===== src/verilog/motion_cfg.svh =====
`ifndef MOTION_CFG_SVH
`define MOTION_CFG_SVH

// Clock rate in kHz; 200 MHz.
`define CLK_KHZ 200000
// Selection pulse limits in nanoseconds.
`define SEL1_MIN_NS 562500
`define SEL1_MAX_NS 883000
`define SEL2_MIN_NS 1125000
`define SEL2_MAX_NS 1570000
`define SEL3_MIN_NS 2250000
`define SEL3_MAX_NS 2950000
// Cycle counts: minimum rounds up, maximum rounds down (ns * kHz / 1e6).
`define NS_TO_CYC_UP(ns, khz) (((ns) * (khz) + 64'd999999) / 64'd1000000)
`define NS_TO_CYC_DN(ns, khz) (((ns) * (khz)) / 64'd1000000)
// Threshold magnitudes in counts.
`define THR_DEFAULT 12'h040
`define THR_ONE 12'h020
`define THR_TWO 12'h060
`define THR_THREE 12'h080
// Plain defaults for durations with no printed figure, in cycles; MOT_DEBOUNCE counts samples over threshold.
`define BOOT_PULSE_CYC 32'd20000
`define WINDOW_CYC 32'd800000
`define MOT_PULSE_CYC 32'd20000
`define HIB_DEB_CYC 32'd200000
`define BOOT_LEN_CYC 32'd40000
`define MOT_DEBOUNCE 4'h2

`endif


===== src/verilog/motion_pkg.sv =====
package motion_pkg;
	typedef enum logic [2:0] {
		ST_BOOT = 3'b000,
		ST_HIBERNATE = 3'b001,
		ST_DETECT = 3'b010,
		ST_MOT_PULSE = 3'b011,
		ST_HIB_WAIT = 3'b100
	} seq_state_t;

	typedef enum logic [1:0] {
		SEL_DEFAULT = 2'b00,
		SEL_ONE = 2'b01,
		SEL_TWO = 2'b10,
		SEL_THREE = 2'b11
	} thr_sel_t;
endpackage


===== src/verilog/threshold_select.sv =====
`include "motion_cfg.svh"

// Measures the host's low pulse inside the selection window and grades its width.
module threshold_select #(
	parameter int unsigned WINDOW_CYC = `WINDOW_CYC,
	parameter int unsigned CLK_KHZ = `CLK_KHZ
) (
	input wire logic ref_clk,
	input wire logic rst,
	input wire logic start,
	input wire logic line_in,
	output motion_pkg::thr_sel_t sel,
	output logic busy
);
	import motion_pkg::*;

	// Limits follow the clock rate, so a slower clock keeps the same pulse widths.
	localparam logic [31:0] S1_MIN = 32'(`NS_TO_CYC_UP(64'(`SEL1_MIN_NS), 64'(CLK_KHZ)));
	localparam logic [31:0] S1_MAX = 32'(`NS_TO_CYC_DN(64'(`SEL1_MAX_NS), 64'(CLK_KHZ)));
	localparam logic [31:0] S2_MIN = 32'(`NS_TO_CYC_UP(64'(`SEL2_MIN_NS), 64'(CLK_KHZ)));
	localparam logic [31:0] S2_MAX = 32'(`NS_TO_CYC_DN(64'(`SEL2_MAX_NS), 64'(CLK_KHZ)));
	localparam logic [31:0] S3_MIN = 32'(`NS_TO_CYC_UP(64'(`SEL3_MIN_NS), 64'(CLK_KHZ)));
	localparam logic [31:0] S3_MAX = 32'(`NS_TO_CYC_DN(64'(`SEL3_MAX_NS), 64'(CLK_KHZ)));

	// Maps a measured width to a selection; anything off-table keeps the default.
	function automatic thr_sel_t grade(input logic [31:0] w);
		if (w >= S1_MIN && w <= S1_MAX) begin
			grade = SEL_ONE;
		end else if (w >= S2_MIN && w <= S2_MAX) begin
			grade = SEL_TWO;
		end else if (w >= S3_MIN && w <= S3_MAX) begin
			grade = SEL_THREE;
		end else begin
			grade = SEL_DEFAULT;
		end
	endfunction

	logic [31:0] win_cnt, next_win_cnt;
	logic [31:0] low_cnt, next_low_cnt;
	logic in_low, next_in_low;
	logic seen, next_seen;
	logic armed, next_armed;
	logic active, next_active;
	thr_sel_t next_sel;

	// One pulse is judged per window; a pulse still low at window end is discarded.
	always_comb begin
		next_win_cnt = win_cnt;
		next_low_cnt = low_cnt;
		next_in_low = in_low;
		next_seen = seen;
		next_armed = armed;
		next_active = active;
		next_sel = sel;
		if (start) begin
			next_active = 1'b1;
			next_win_cnt = '0;
			next_low_cnt = '0;
			next_in_low = 1'b0;
			next_seen = 1'b0;
			next_armed = 1'b0;
			next_sel = SEL_DEFAULT;
		end else if (active) begin
			next_win_cnt = win_cnt + 32'h1;
			if (win_cnt + 32'h1 >= WINDOW_CYC) begin
				next_active = 1'b0;
			end
			if (!seen) begin
				// A pulse that fell before the window opened is never graded.
				if (line_in) begin
					next_armed = 1'b1;
				end
				if (!line_in && armed) begin
					next_in_low = 1'b1;
					next_low_cnt = low_cnt + 32'h1;
				end else if (line_in && in_low) begin
					next_in_low = 1'b0;
					next_seen = 1'b1;
					next_sel = grade(low_cnt);
				end
			end
		end
	end

	always_ff @(posedge ref_clk or posedge rst) begin
		if (rst) begin
			win_cnt <= '0;
			low_cnt <= '0;
			in_low <= 1'b0;
			seen <= 1'b0;
			armed <= 1'b0;
			active <= 1'b0;
			sel <= SEL_DEFAULT;
		end else begin
			win_cnt <= next_win_cnt;
			low_cnt <= next_low_cnt;
			in_low <= next_in_low;
			seen <= next_seen;
			armed <= next_armed;
			active <= next_active;
			sel <= next_sel;
		end
	end

	assign busy = active;
endmodule // threshold_select


===== src/verilog/motion_seq.sv =====
`include "motion_cfg.svh"

module motion_seq #(
	parameter int unsigned BOOT_LEN_CYC = `BOOT_LEN_CYC,
	parameter int unsigned BOOT_PULSE_CYC = `BOOT_PULSE_CYC,
	parameter int unsigned WINDOW_CYC = `WINDOW_CYC,
	parameter int unsigned MOT_PULSE_CYC = `MOT_PULSE_CYC,
	parameter int unsigned HIB_DEB_CYC = `HIB_DEB_CYC,
	parameter int unsigned CLK_KHZ = `CLK_KHZ,
	parameter int unsigned DATA_W = 12
) (
	input wire logic ref_clk,
	input wire logic rst,
	input wire logic boot_strap_select,
	input wire logic motion_line_in,
	output logic motion_line_out,
	output logic motion_line_oe_n,
	output logic boot_out_out,
	output logic boot_out_oe_n,
	input wire logic sample_valid,
	input wire logic signed [DATA_W-1:0] sample,
	output logic sensor_active,
	output logic hibernating,
	output motion_pkg::thr_sel_t thr_sel,
	output logic motion_event
);
	import motion_pkg::*;

	seq_state_t state, next_state;
	logic [31:0] cnt, next_cnt;
	logic [3:0] deb, next_deb;
	logic strap_mode, next_strap_mode;
	logic strap_taken, next_strap_taken;
	logic next_motion_oe_n, next_boot_oe_n, next_active, next_hib, next_event;
	logic sel_start;
	logic sel_busy;
	thr_sel_t sel_val;

	threshold_select #(
		.WINDOW_CYC(WINDOW_CYC),
		.CLK_KHZ(CLK_KHZ)
	) u_sel (
		.ref_clk(ref_clk),
		.rst(rst),
		.start(sel_start),
		.line_in(motion_line_in),
		.sel(sel_val),
		.busy(sel_busy)
	);

	// Threshold magnitude for the chosen setting.
	function automatic logic signed [DATA_W-1:0] thr_mag(input thr_sel_t s);
		case (s)
			SEL_ONE: thr_mag = DATA_W'(`THR_ONE);
			SEL_TWO: thr_mag = DATA_W'(`THR_TWO);
			SEL_THREE: thr_mag = DATA_W'(`THR_THREE);
			default: thr_mag = DATA_W'(`THR_DEFAULT);
		endcase
	endfunction

	logic signed [DATA_W-1:0] mag;
	logic over;

	// Symmetric compare; a sample beyond either bound counts toward debounce.
	always_comb begin
		mag = thr_mag(thr_sel);
		over = (sample > mag) || (sample < -mag);
	end

	// Window start coincides with the boot pulse's release edge.
	assign sel_start = (state == ST_BOOT) && (cnt == BOOT_PULSE_CYC) && strap_mode;

	// Main sequencer. The strap is caught once after reset release, since the
	// asynchronous reset may only load constants.
	always_comb begin
		next_state = state;
		next_cnt = cnt + 32'h1;
		next_deb = deb;
		next_strap_mode = strap_mode;
		next_strap_taken = 1'b1;
		next_motion_oe_n = 1'b1;
		next_boot_oe_n = 1'b1;
		next_active = sensor_active;
		next_hib = 1'b0;
		next_event = 1'b0;
		if (!strap_taken) begin
			next_strap_mode = boot_strap_select;
			next_cnt = '0;
		end
		case (state)
			ST_BOOT: begin
				// Input stays live throughout boot; boot output pulled low first.
				next_boot_oe_n = !(strap_mode && strap_taken && cnt < BOOT_PULSE_CYC);
				// Stale debounce hits must not carry into a later detection phase.
				next_deb = '0;
				if (!strap_mode) begin
					next_cnt = '0; // Register-controlled boot lies outside this block.
				end else if (cnt + 32'h1 >= BOOT_LEN_CYC && !sel_busy) begin
					next_cnt = '0;
					if (motion_line_in) begin
						next_state = ST_DETECT;
						next_active = 1'b1;
					end else begin
						next_state = ST_HIBERNATE;
						next_hib = 1'b1;
					end
				end
			end
			ST_HIBERNATE: begin
				next_cnt = '0;
				next_hib = 1'b1;
				next_active = 1'b0;
				if (motion_line_in) begin
					next_state = ST_BOOT;
					next_hib = 1'b0;
				end
			end
			ST_DETECT: begin
				next_cnt = '0;
				// Serial accesses elsewhere are not blocked by this state.
				if (!motion_line_in) begin
					next_state = ST_HIB_WAIT;
					next_deb = '0;
				end else if (sample_valid) begin
					if (over) begin
						next_deb = deb + 4'h1;
						if (deb + 4'h1 >= `MOT_DEBOUNCE) begin
							next_deb = '0;
							next_state = ST_MOT_PULSE;
							next_motion_oe_n = 1'b0;
							next_event = 1'b1;
						end
					end else begin
						next_deb = '0;
					end
				end
			end
			ST_MOT_PULSE: begin
				// Our own pulse must not be read as a hibernate request.
				next_motion_oe_n = 1'b0;
				if (cnt + 32'h1 >= MOT_PULSE_CYC) begin
					next_motion_oe_n = 1'b1;
					next_cnt = '0;
					next_state = ST_DETECT;
				end
			end
			ST_HIB_WAIT: begin
				if (motion_line_in) begin
					next_state = ST_DETECT;
					next_cnt = '0;
				end else if (cnt + 32'h1 >= HIB_DEB_CYC) begin
					next_state = ST_HIBERNATE;
					next_active = 1'b0;
					next_hib = 1'b1;
				end
			end
			default: begin
				next_state = ST_BOOT;
				next_cnt = '0;
			end
		endcase
	end

	always_ff @(posedge ref_clk or posedge rst) begin
		if (rst) begin
			state <= ST_BOOT;
			cnt <= '0;
			deb <= '0;
			strap_mode <= 1'b0;
			strap_taken <= 1'b0;
			motion_line_oe_n <= 1'b1;
			boot_out_oe_n <= 1'b1;
			sensor_active <= 1'b0;
			hibernating <= 1'b0;
			motion_event <= 1'b0;
			thr_sel <= SEL_DEFAULT;
		end else begin
			state <= next_state;
			cnt <= next_cnt;
			deb <= next_deb;
			strap_mode <= next_strap_mode;
			strap_taken <= next_strap_taken;
			motion_line_oe_n <= next_motion_oe_n;
			boot_out_oe_n <= next_boot_oe_n;
			sensor_active <= next_active;
			hibernating <= next_hib;
			motion_event <= next_event;
			thr_sel <= sel_val;
		end
	end

	// Open-drain pins only ever pull low.
	always_ff @(posedge ref_clk or posedge rst) begin
		if (rst) begin
			motion_line_out <= 1'b0;
			boot_out_out <= 1'b0;
		end else begin
			motion_line_out <= 1'b0;
			boot_out_out <= 1'b0;
		end
	end
endmodule // motion_seq


===== config.mk =====
export PLATFORM = sky130hd
export DESIGN_NAME = motion_seq
export DESIGN_NICKNAME = d
export VERILOG_FILES = /design/src/verilog/motion_pkg.sv /design/src/verilog/threshold_select.sv /design/src/verilog/motion_seq.sv
export VERILOG_INCLUDE_DIRS = /design/src /design/src/verilog
export SDC_FILE = /design/constraint.sdc
export NUM_CORES = 1
export LEC_CHECK = 0
export BUFFER_PORTS_ARGS = -buffer_cell sky130_fd_sc_hd__buf_2
export CAP_MARGIN = 20
export CELL_PAD_IN_SITES_DETAIL_PLACEMENT = 1
export CELL_PAD_IN_SITES_GLOBAL_PLACEMENT = 2
export CORE_MARGIN = 1
export CORE_UTILIZATION = 42
export CTS_CLUSTER_DIAMETER = 100
export DETAILED_ROUTE_END_ITERATION = 8
export PLACE_DENSITY = 0.94
export SLEW_MARGIN = 20
export SYNTH_ARGS = -nofsm -noshare
export SYNTH_HDL_FRONTEND = slang
export SYNTH_SLANG_ARGS = --single-unit

===== constraint.sdc =====
create_clock -name ref_clk -period 5.7 [get_ports ref_clk]
set_clock_uncertainty 0.15 [all_clocks]
set_input_delay 0.285 -clock ref_clk [delete_from_list [all_inputs] [get_ports ref_clk]]
set_output_delay 0.285 -clock ref_clk [all_outputs]
set_load 0.02 [all_outputs]

==> flow_metrics.env, run 1 <==
export IMPL_status="finished clean"
export IMPL_critPathKind="reg -> reg"
export IMPL_ff2ff_path_depth=9
export IMPL_grt_pass1_vias=6789
export IMPL_critPathArrivalTime_ns=4.17
export IMPL_num_io_pins=26
export IMPL_diodes=0
export IMPL_initial_utilization_pct=43.0
export IMPL_path_cells="nand3_1, or4_1, or3_4, a211o_1, o211ai_2, nor3_2, o311ai_4, buf_4, o21ba_1"
export IMPL_critPathMaxFanout=32
export IMPL_pwr_density_cell_nw_per_um2=234
export IMPL_detail_route_antenna_nets=0
export IMPL_fmax_mhz=250
export IMPL_tightestPinTransition_ns=0.930
export IMPL_synth_seq_area_share_pct=38.1
export IMPL_die_x_um=138
export IMPL_drv_slew=0
export IMPL_synth_xor_xnor_area_share_pct=10.8
export IMPL_synth_top_area_share_pct=37.5
export IMPL_post_cts_buffers=0
export IMPL_power_leakage_nw=3.55
export IMPL_cts_tree="yes"
export IMPL_cts_buffer_depth=2
export IMPL_synth_seq_cells=118
export IMPL_die_h_um=138
export IMPL_overflow=0
export IMPL_synth_top_family_by_area="simple AND/OR/NAND/NOR gates"
export IMPL_tns_ns=0
export IMPL_io_buffers=23
export IMPL_worstSetupStartpoint="cnt[6]$_DFF_PP0_"
export IMPL_grt_max_degree=72
export IMPL_drive_above_1_share_pct=12.5
export IMPL_worstSetupEndpointType="flip-flop"
export IMPL_synthSimpleGateAreaFrac_pct=30.0
export IMPL_synth_async_reset_ratio_pct=100
export IMPL_clkLatencyLatePin_ns=0.43
export IMPL_clk_pin_slew_ns=0.05
export IMPL_routed_wl_mm=19.6
export IMPL_dieArea_um2=19000
export IMPL_hp_start="motion_line_in"
export IMPL_slowest_delay_ns=0.78
export IMPL_peakVddDrop_mv=0.173
export IMPL_hold_violations=0
export IMPL_r2r_end="cnt[5]$_DFF_PP0_"
export IMPL_clockRootBuffer="clkbuf_16"
export IMPL_track_usage_pct=22.8
export IMPL_worstSetupStartpointType="flip-flop"
export IMPL_hold_end="hibernating$_DFF_PP0_"
export IMPL_final_common_cell="nor2_1"
export IMPL_synth_mux_area_share_pct=0.549
export IMPL_syn_area_um2=7750
export IMPL_yosysWarnings=0
export IMPL_syn_mean_instance_area_um2=8.57
export IMPL_area_growth_pct=10.7
export IMPL_synth_cell_types=76
export IMPL_grt_pass1_wl_mm=34.1
export IMPL_numClockSinks=118
export IMPL_worstHoldPathCells=2
export IMPL_num_vias=6583
export IMPL_stdcell_count=1138
export IMPL_slowest_stage="or4_1"
export IMPL_period_share_pct=70.3
export IMPL_finalPower_mw=2.01
export IMPL_antenna_found_initial=0
export IMPL_final_cell_mix="123 x nor2_1, 116 x dfrtp_1, 71 x nand2_1"
export IMPL_rsz0062_at_grt="false"
export IMPL_coreArea_um2=18000
export IMPL_synth_edf_count=0
export IMPL_drt_pass1_iterations=4
export IMPL_cp_required_ns=5.86
export IMPL_synthesis_instances=904
export IMPL_fin_hold_ws_ns=0.104
export IMPL_via_per_inst=5.78
export IMPL_dp_cells=1105
export IMPL_wire_per_inst_um=17.3
export IMPL_cts_buffers=17
export IMPL_relSlewSlack_pct=37.4
export IMPL_rows=49
export IMPL_r2r_slack_ns=1.69
export IMPL_drv_cap=0
export IMPL_finalSetupViolCount=0
export IMPL_fin_crit_ns=4.01
export IMPL_dpl_hpwl_mm=13.5
export IMPL_synth_compound_gate_area_share_pct=12.7
export IMPL_ys_top_cells_by_area="dfrtp_1 37%, xor2_1 6.6%, nor2_1 6.0%"
export IMPL_synth_top_area_cell="dfrtp_1"
export IMPL_nets=933
export IMPL_routabilityCongestion=0.877
export IMPL_r2r_start="cnt[6]$_DFF_PP0_"
export IMPL_drcViolationCount=0
export IMPL_yosys_area_share_adder_pct=3.07
export IMPL_cts_max_level=4
export IMPL_drtIter0Drc=315
export IMPL_hold_class="in -> reg"
export IMPL_yosys_most_used_dff="dfrtp_1"
==> flip-flops by register name (all words and copies together) (netlist names), 2 cells and up <==
register / count
cnt: 32
u_sel.low_cnt: 32
u_sel.win_cnt: 32
deb: 4
state: 3
thr_sel: 2
u_sel.sel: 2
==> metrics by stage <==
| stage | util [%] | cell area [um2] | setup WS, ns |
|---|---|---|---|
| 6_report | 47.6 | 8580 | 1.69 |
| 5_1_grt | 47.6 | 8580 | 1.55 |
| 4_1_cts | 47.5 | 8570 | 1.64 |
| 3_5_place_dp | 44.1 | 7950 | 1.65 |
| 3_3_place_gp | 44.1 | 7950 | 1.85 |
| 2_1_floorplan | - | 7760 | 2.14 |
==> repair_timing <==
| item | 4_1_cts | 5_1_grt |
|---|---|---|
| hold buffers | 2 | 0 |
| resized for setup | 0 | 0 |
| endpoints found under the hold margin | 58 | 0 |
==> report_power, final <==
part / internal (mW) / total [mW] / leakage, nW / switching, mW
Clock: 0.696 / 1.10 / 0.293 / 0.405
Sequential: 0.841 / 0.845 / 1.64 / 0.00350
Combinational: 0.0178 / 0.0615 / 1.61 / 0.0437
Total: 1.55 / 2.01 / 3.55 / 0.453
==> synth_stat cells, drive strengths merged, types with 6 or more instances <==
master and instances:
clkbuf 42, nand2 71, nor3 34, xor2 58, inv 22, a31oi 7, and2 6, o21ai 30
nand2b 8, and3 21, buf 18, a41oi 6, xnor2 38, a21oi 19, ha 19, nor2 151
nand3 59, o211ai 8, nor4 23, nand4 28, or3 11, dfrtp 116
==> worst max-delay path, delay by kind of cell, from the launching register on <==
family / cells / cell delay [ns]
compound gates: 4 / 0.99
flops: 1 / 0.52
simple gates: 4 / 1.72
buf+inv: 1 / 0.50
==> routing by layer <==
metal | up-vias | track usage [%] | wire length [um]
li1 | 3189 | - | -
met1 | 3301 | 29.8 | 9380
met2 | 67 | 38.3 | 9520
met3 | 26 | 4.56 | 504
met4 | 0 | 5.80 | 249
met5 | - | 0 | 0
==> worst max path at each step <==
stage          slack [ns]          endpoint  cells after the start
2_1_floorplan        2.14  cnt[0]$_DFF_PP0_                      1
3_3_place_gp         1.85  cnt[5]$_DFF_PP0_                      9
3_5_place_dp         1.65  cnt[5]$_DFF_PP0_                      9
4_1_cts              1.64  cnt[5]$_DFF_PP0_                      9
5_1_grt              1.55  cnt[5]$_DFF_PP0_                      9
6_report             1.69  cnt[5]$_DFF_PP0_                      9
==> logic make-up (layout without fill, tap and decap cells) <==
logic type | after synthesis | after routing
AO/OA/AOI/OAI | 135 | 135
adder cells (fa/ha/maj) | 19 | 19
buffers and inverters | 82 | 84
flip-flops | 118 | 118
multiplexers | 4 | 4
AND/OR/NAND/NOR | 448 | 448
XOR/XNOR | 96 | 96
other | 2 | 5
==> cell type report <==
cell class                 count  area (um2)
clock buffer                  19         443
clock inverter                12         153
fill                        2131        9450
inverter                      22        85.1
multi-input combinational    707        4470
sequential                   118        2960
tap                          229         287
timing repair buffer          31         180
Power figures use the tool's default switching activity.
==> run 2, diff against run 1 <==
Settings changed: CORE_UTILIZATION 42 to 39, PLACE_DENSITY 0.94 to 0.89.
Clock period 5.7 ns to 3.7 ns, I/O delays scaled along.
==> run 2 against run 1 <==
Net effect: clock power rose by 50%; sequential power up 54%; global-route usage down 1.5 points; setup slack lost 1.5 ns; utilization shrank 2.6 points; cell area increased by 2.0%; via count fell by 0.46%; largest cell class unchanged; highest routed layer unchanged.
==> flow_metrics.env, run 2 (same netlist as run 1, synthesis figures left out) <==
export IMPL_status="finished clean"
export IMPL_design_area_um2=8750
export IMPL_cp_required_ns=3.86
export IMPL_drv_slew=0
export IMPL_num_io_pins=26
export IMPL_hold_violations=0
export IMPL_clk_pin_slew_ns=0.06
export IMPL_relSlewSlack_pct=51.3
export IMPL_num_vias=6553
export IMPL_numClockSinks=118
export IMPL_grt_pass1_vias=6670
export IMPL_stdcell_count=1193
export IMPL_r2r_slack_ns=0.20
export IMPL_nets=951
export IMPL_fin_util_pct=44.9
export IMPL_initial_utilization_pct=39.8
export IMPL_grt_pass1_wl_mm=34.5
export IMPL_final_cell_mix="123 x nor2_1, 116 x dfrtp_1, 71 x nand2_1"
export IMPL_fmax_mhz=286
export IMPL_coreArea_um2=19500
export IMPL_drt_pass1_iterations=4
export IMPL_dp_cells=1158
export IMPL_dieArea_um2=20400
export IMPL_fin_crit_ns=3.50
export IMPL_final_common_cell="nor2_1"
export IMPL_tns_ns=0
export IMPL_worstSetupEndpointType="flip-flop"
export IMPL_drtIter0Drc=324
export IMPL_critPathMaxFanout=16
export IMPL_clockRootBuffer="clkbuf_16"
export IMPL_drive_above_1_share_pct=14.3
export IMPL_rows=51
export IMPL_critPathKind="reg -> reg"
export IMPL_die_h_um=143
export IMPL_via_per_inst=5.49
export IMPL_track_usage_pct=21.3
export IMPL_cts_tree="yes"
export IMPL_finalSetupViolCount=0
export IMPL_reg_top3="cnt x32, u_sel.low_cnt x32, u_sel.win_cnt x32"
export IMPL_overflow=0
export IMPL_clkLatencyLatePin_ns=0.42
export IMPL_worstSetupStartpointType="flip-flop"
export IMPL_cts_buffer_depth=2
export IMPL_fin_hold_ws_ns=0.0774
export IMPL_cts_buffers=17
export IMPL_detail_route_antenna_nets=0
export IMPL_post_cts_buffers=0
export IMPL_hold_class="in -> reg"
export IMPL_diodes=0
export IMPL_drv_cap=0
export IMPL_routabilityCongestion=0.830
export IMPL_io_buffers=23
export IMPL_pwr_density_cell_nw_per_um2=348
export IMPL_peakVddDrop_mv=0.296
export IMPL_rsz0062_at_grt="false"
export IMPL_die_x_um=143
export IMPL_postPlaceCellArea_um2=8120
export IMPL_tightestPinTransition_ns=0.730
export IMPL_grt_max_degree=80
export IMPL_cts_max_level=4
export IMPL_period_share_pct=94.5
export IMPL_power_leakage_nw=3.61
export IMPL_critPathArrivalTime_ns=3.66
export IMPL_dpl_hpwl_mm=13.8
export IMPL_antenna_found_initial=0
export IMPL_routed_wl_mm=19.8
export IMPL_wire_per_inst_um=16.6
export IMPL_drcViolationCount=0
export IMPL_area_growth_pct=12.9
==> run 2: cell types whose count changed in the layout (fill, tap and decap cells not counted), sizes merged <==
cell / delta
buf: +17
clkbuf: -1
dlygate4sd3: +1
clkinvlp: +1
bufinv: -1
clkinv: +2
==> run 2: cell type report <==
class,instances,area [um2]
well taps,265,332
fillers,2290,10700
inverters,22,87.6
multi-input cells,707,4460
repair buffers,49,318
clock buffers,18,439
clock inverters,14,151
flip-flops and latches,118,2960
==> run 2: routing by layer <==
metal / global-route usage (%) / wire length [um]
met1: 28.4 / 9300
met4: 5.77 / 231
met3: 4.33 / 561
met5: 0 / 0
met2: 35.0 / 9670
==> run 2: worst max-delay path, stage by stage (launching register included) <==
cell and delay (ns):
dfrtp_1 0.49, nand4_4 0.20, or4_1 0.72, or3_4 0.41
a211o_1 0.32, o211ai_2 0.19, nor3_2 0.09, o311ai_4 0.30
buf_4 0.32, o21ba_1 0.18
==> run 2: power by group <==
part | internal (mW) | total (mW) | switching [mW]
logic | 0.0300 | 0.0970 | 0.0670
registers | 1.30 | 1.30 | 0.00507
clock network | 1.01 | 1.65 | 0.635
total | 2.34 | 3.04 | 0.707
==> run 2: what timing repair did <==
action / in CTS / in global routing
endpoints found under the setup margin: 0 / 1
resized for setup: 0 / 1
hold buffers: 3 / 0
endpoints found under the hold margin: 80 / 0
==> run 2: through the flow <==
stage               total power, mW  setup slack (ns)
floorplan                      1.39             0.239
global placement               1.42             0.323
detailed placement             1.42             0.215
CTS                            3.09             0.203
global route                   3.15            0.0476
finish                         3.04             0.202
==> run 2: final timing paths <==
| path | startpoint | to | depth (start not counted) |
|---|---|---|---|
| max | cnt[9]$_DFF_PP0_ | cnt[5]$_DFF_PP0_ | 9 |
| min | sample_valid | deb[0]$_DFFE_PP0P_ | 4 |
| max reg2reg | cnt[9]$_DFF_PP0_ | cnt[5]$_DFF_PP0_ | 9 |
| min reg2reg | u_sel.sel[0]$_DFFE_PP0P_ | thr_sel[0]$_DFF_PP0_ | 0 |
| max in group asynchronous | rst | motion_line_oe_n$_DFF_PP1_ | 4 |
| min in group asynchronous | rst | u_sel.low_cnt[26]$_DFFE_PP0P_ | 3 |
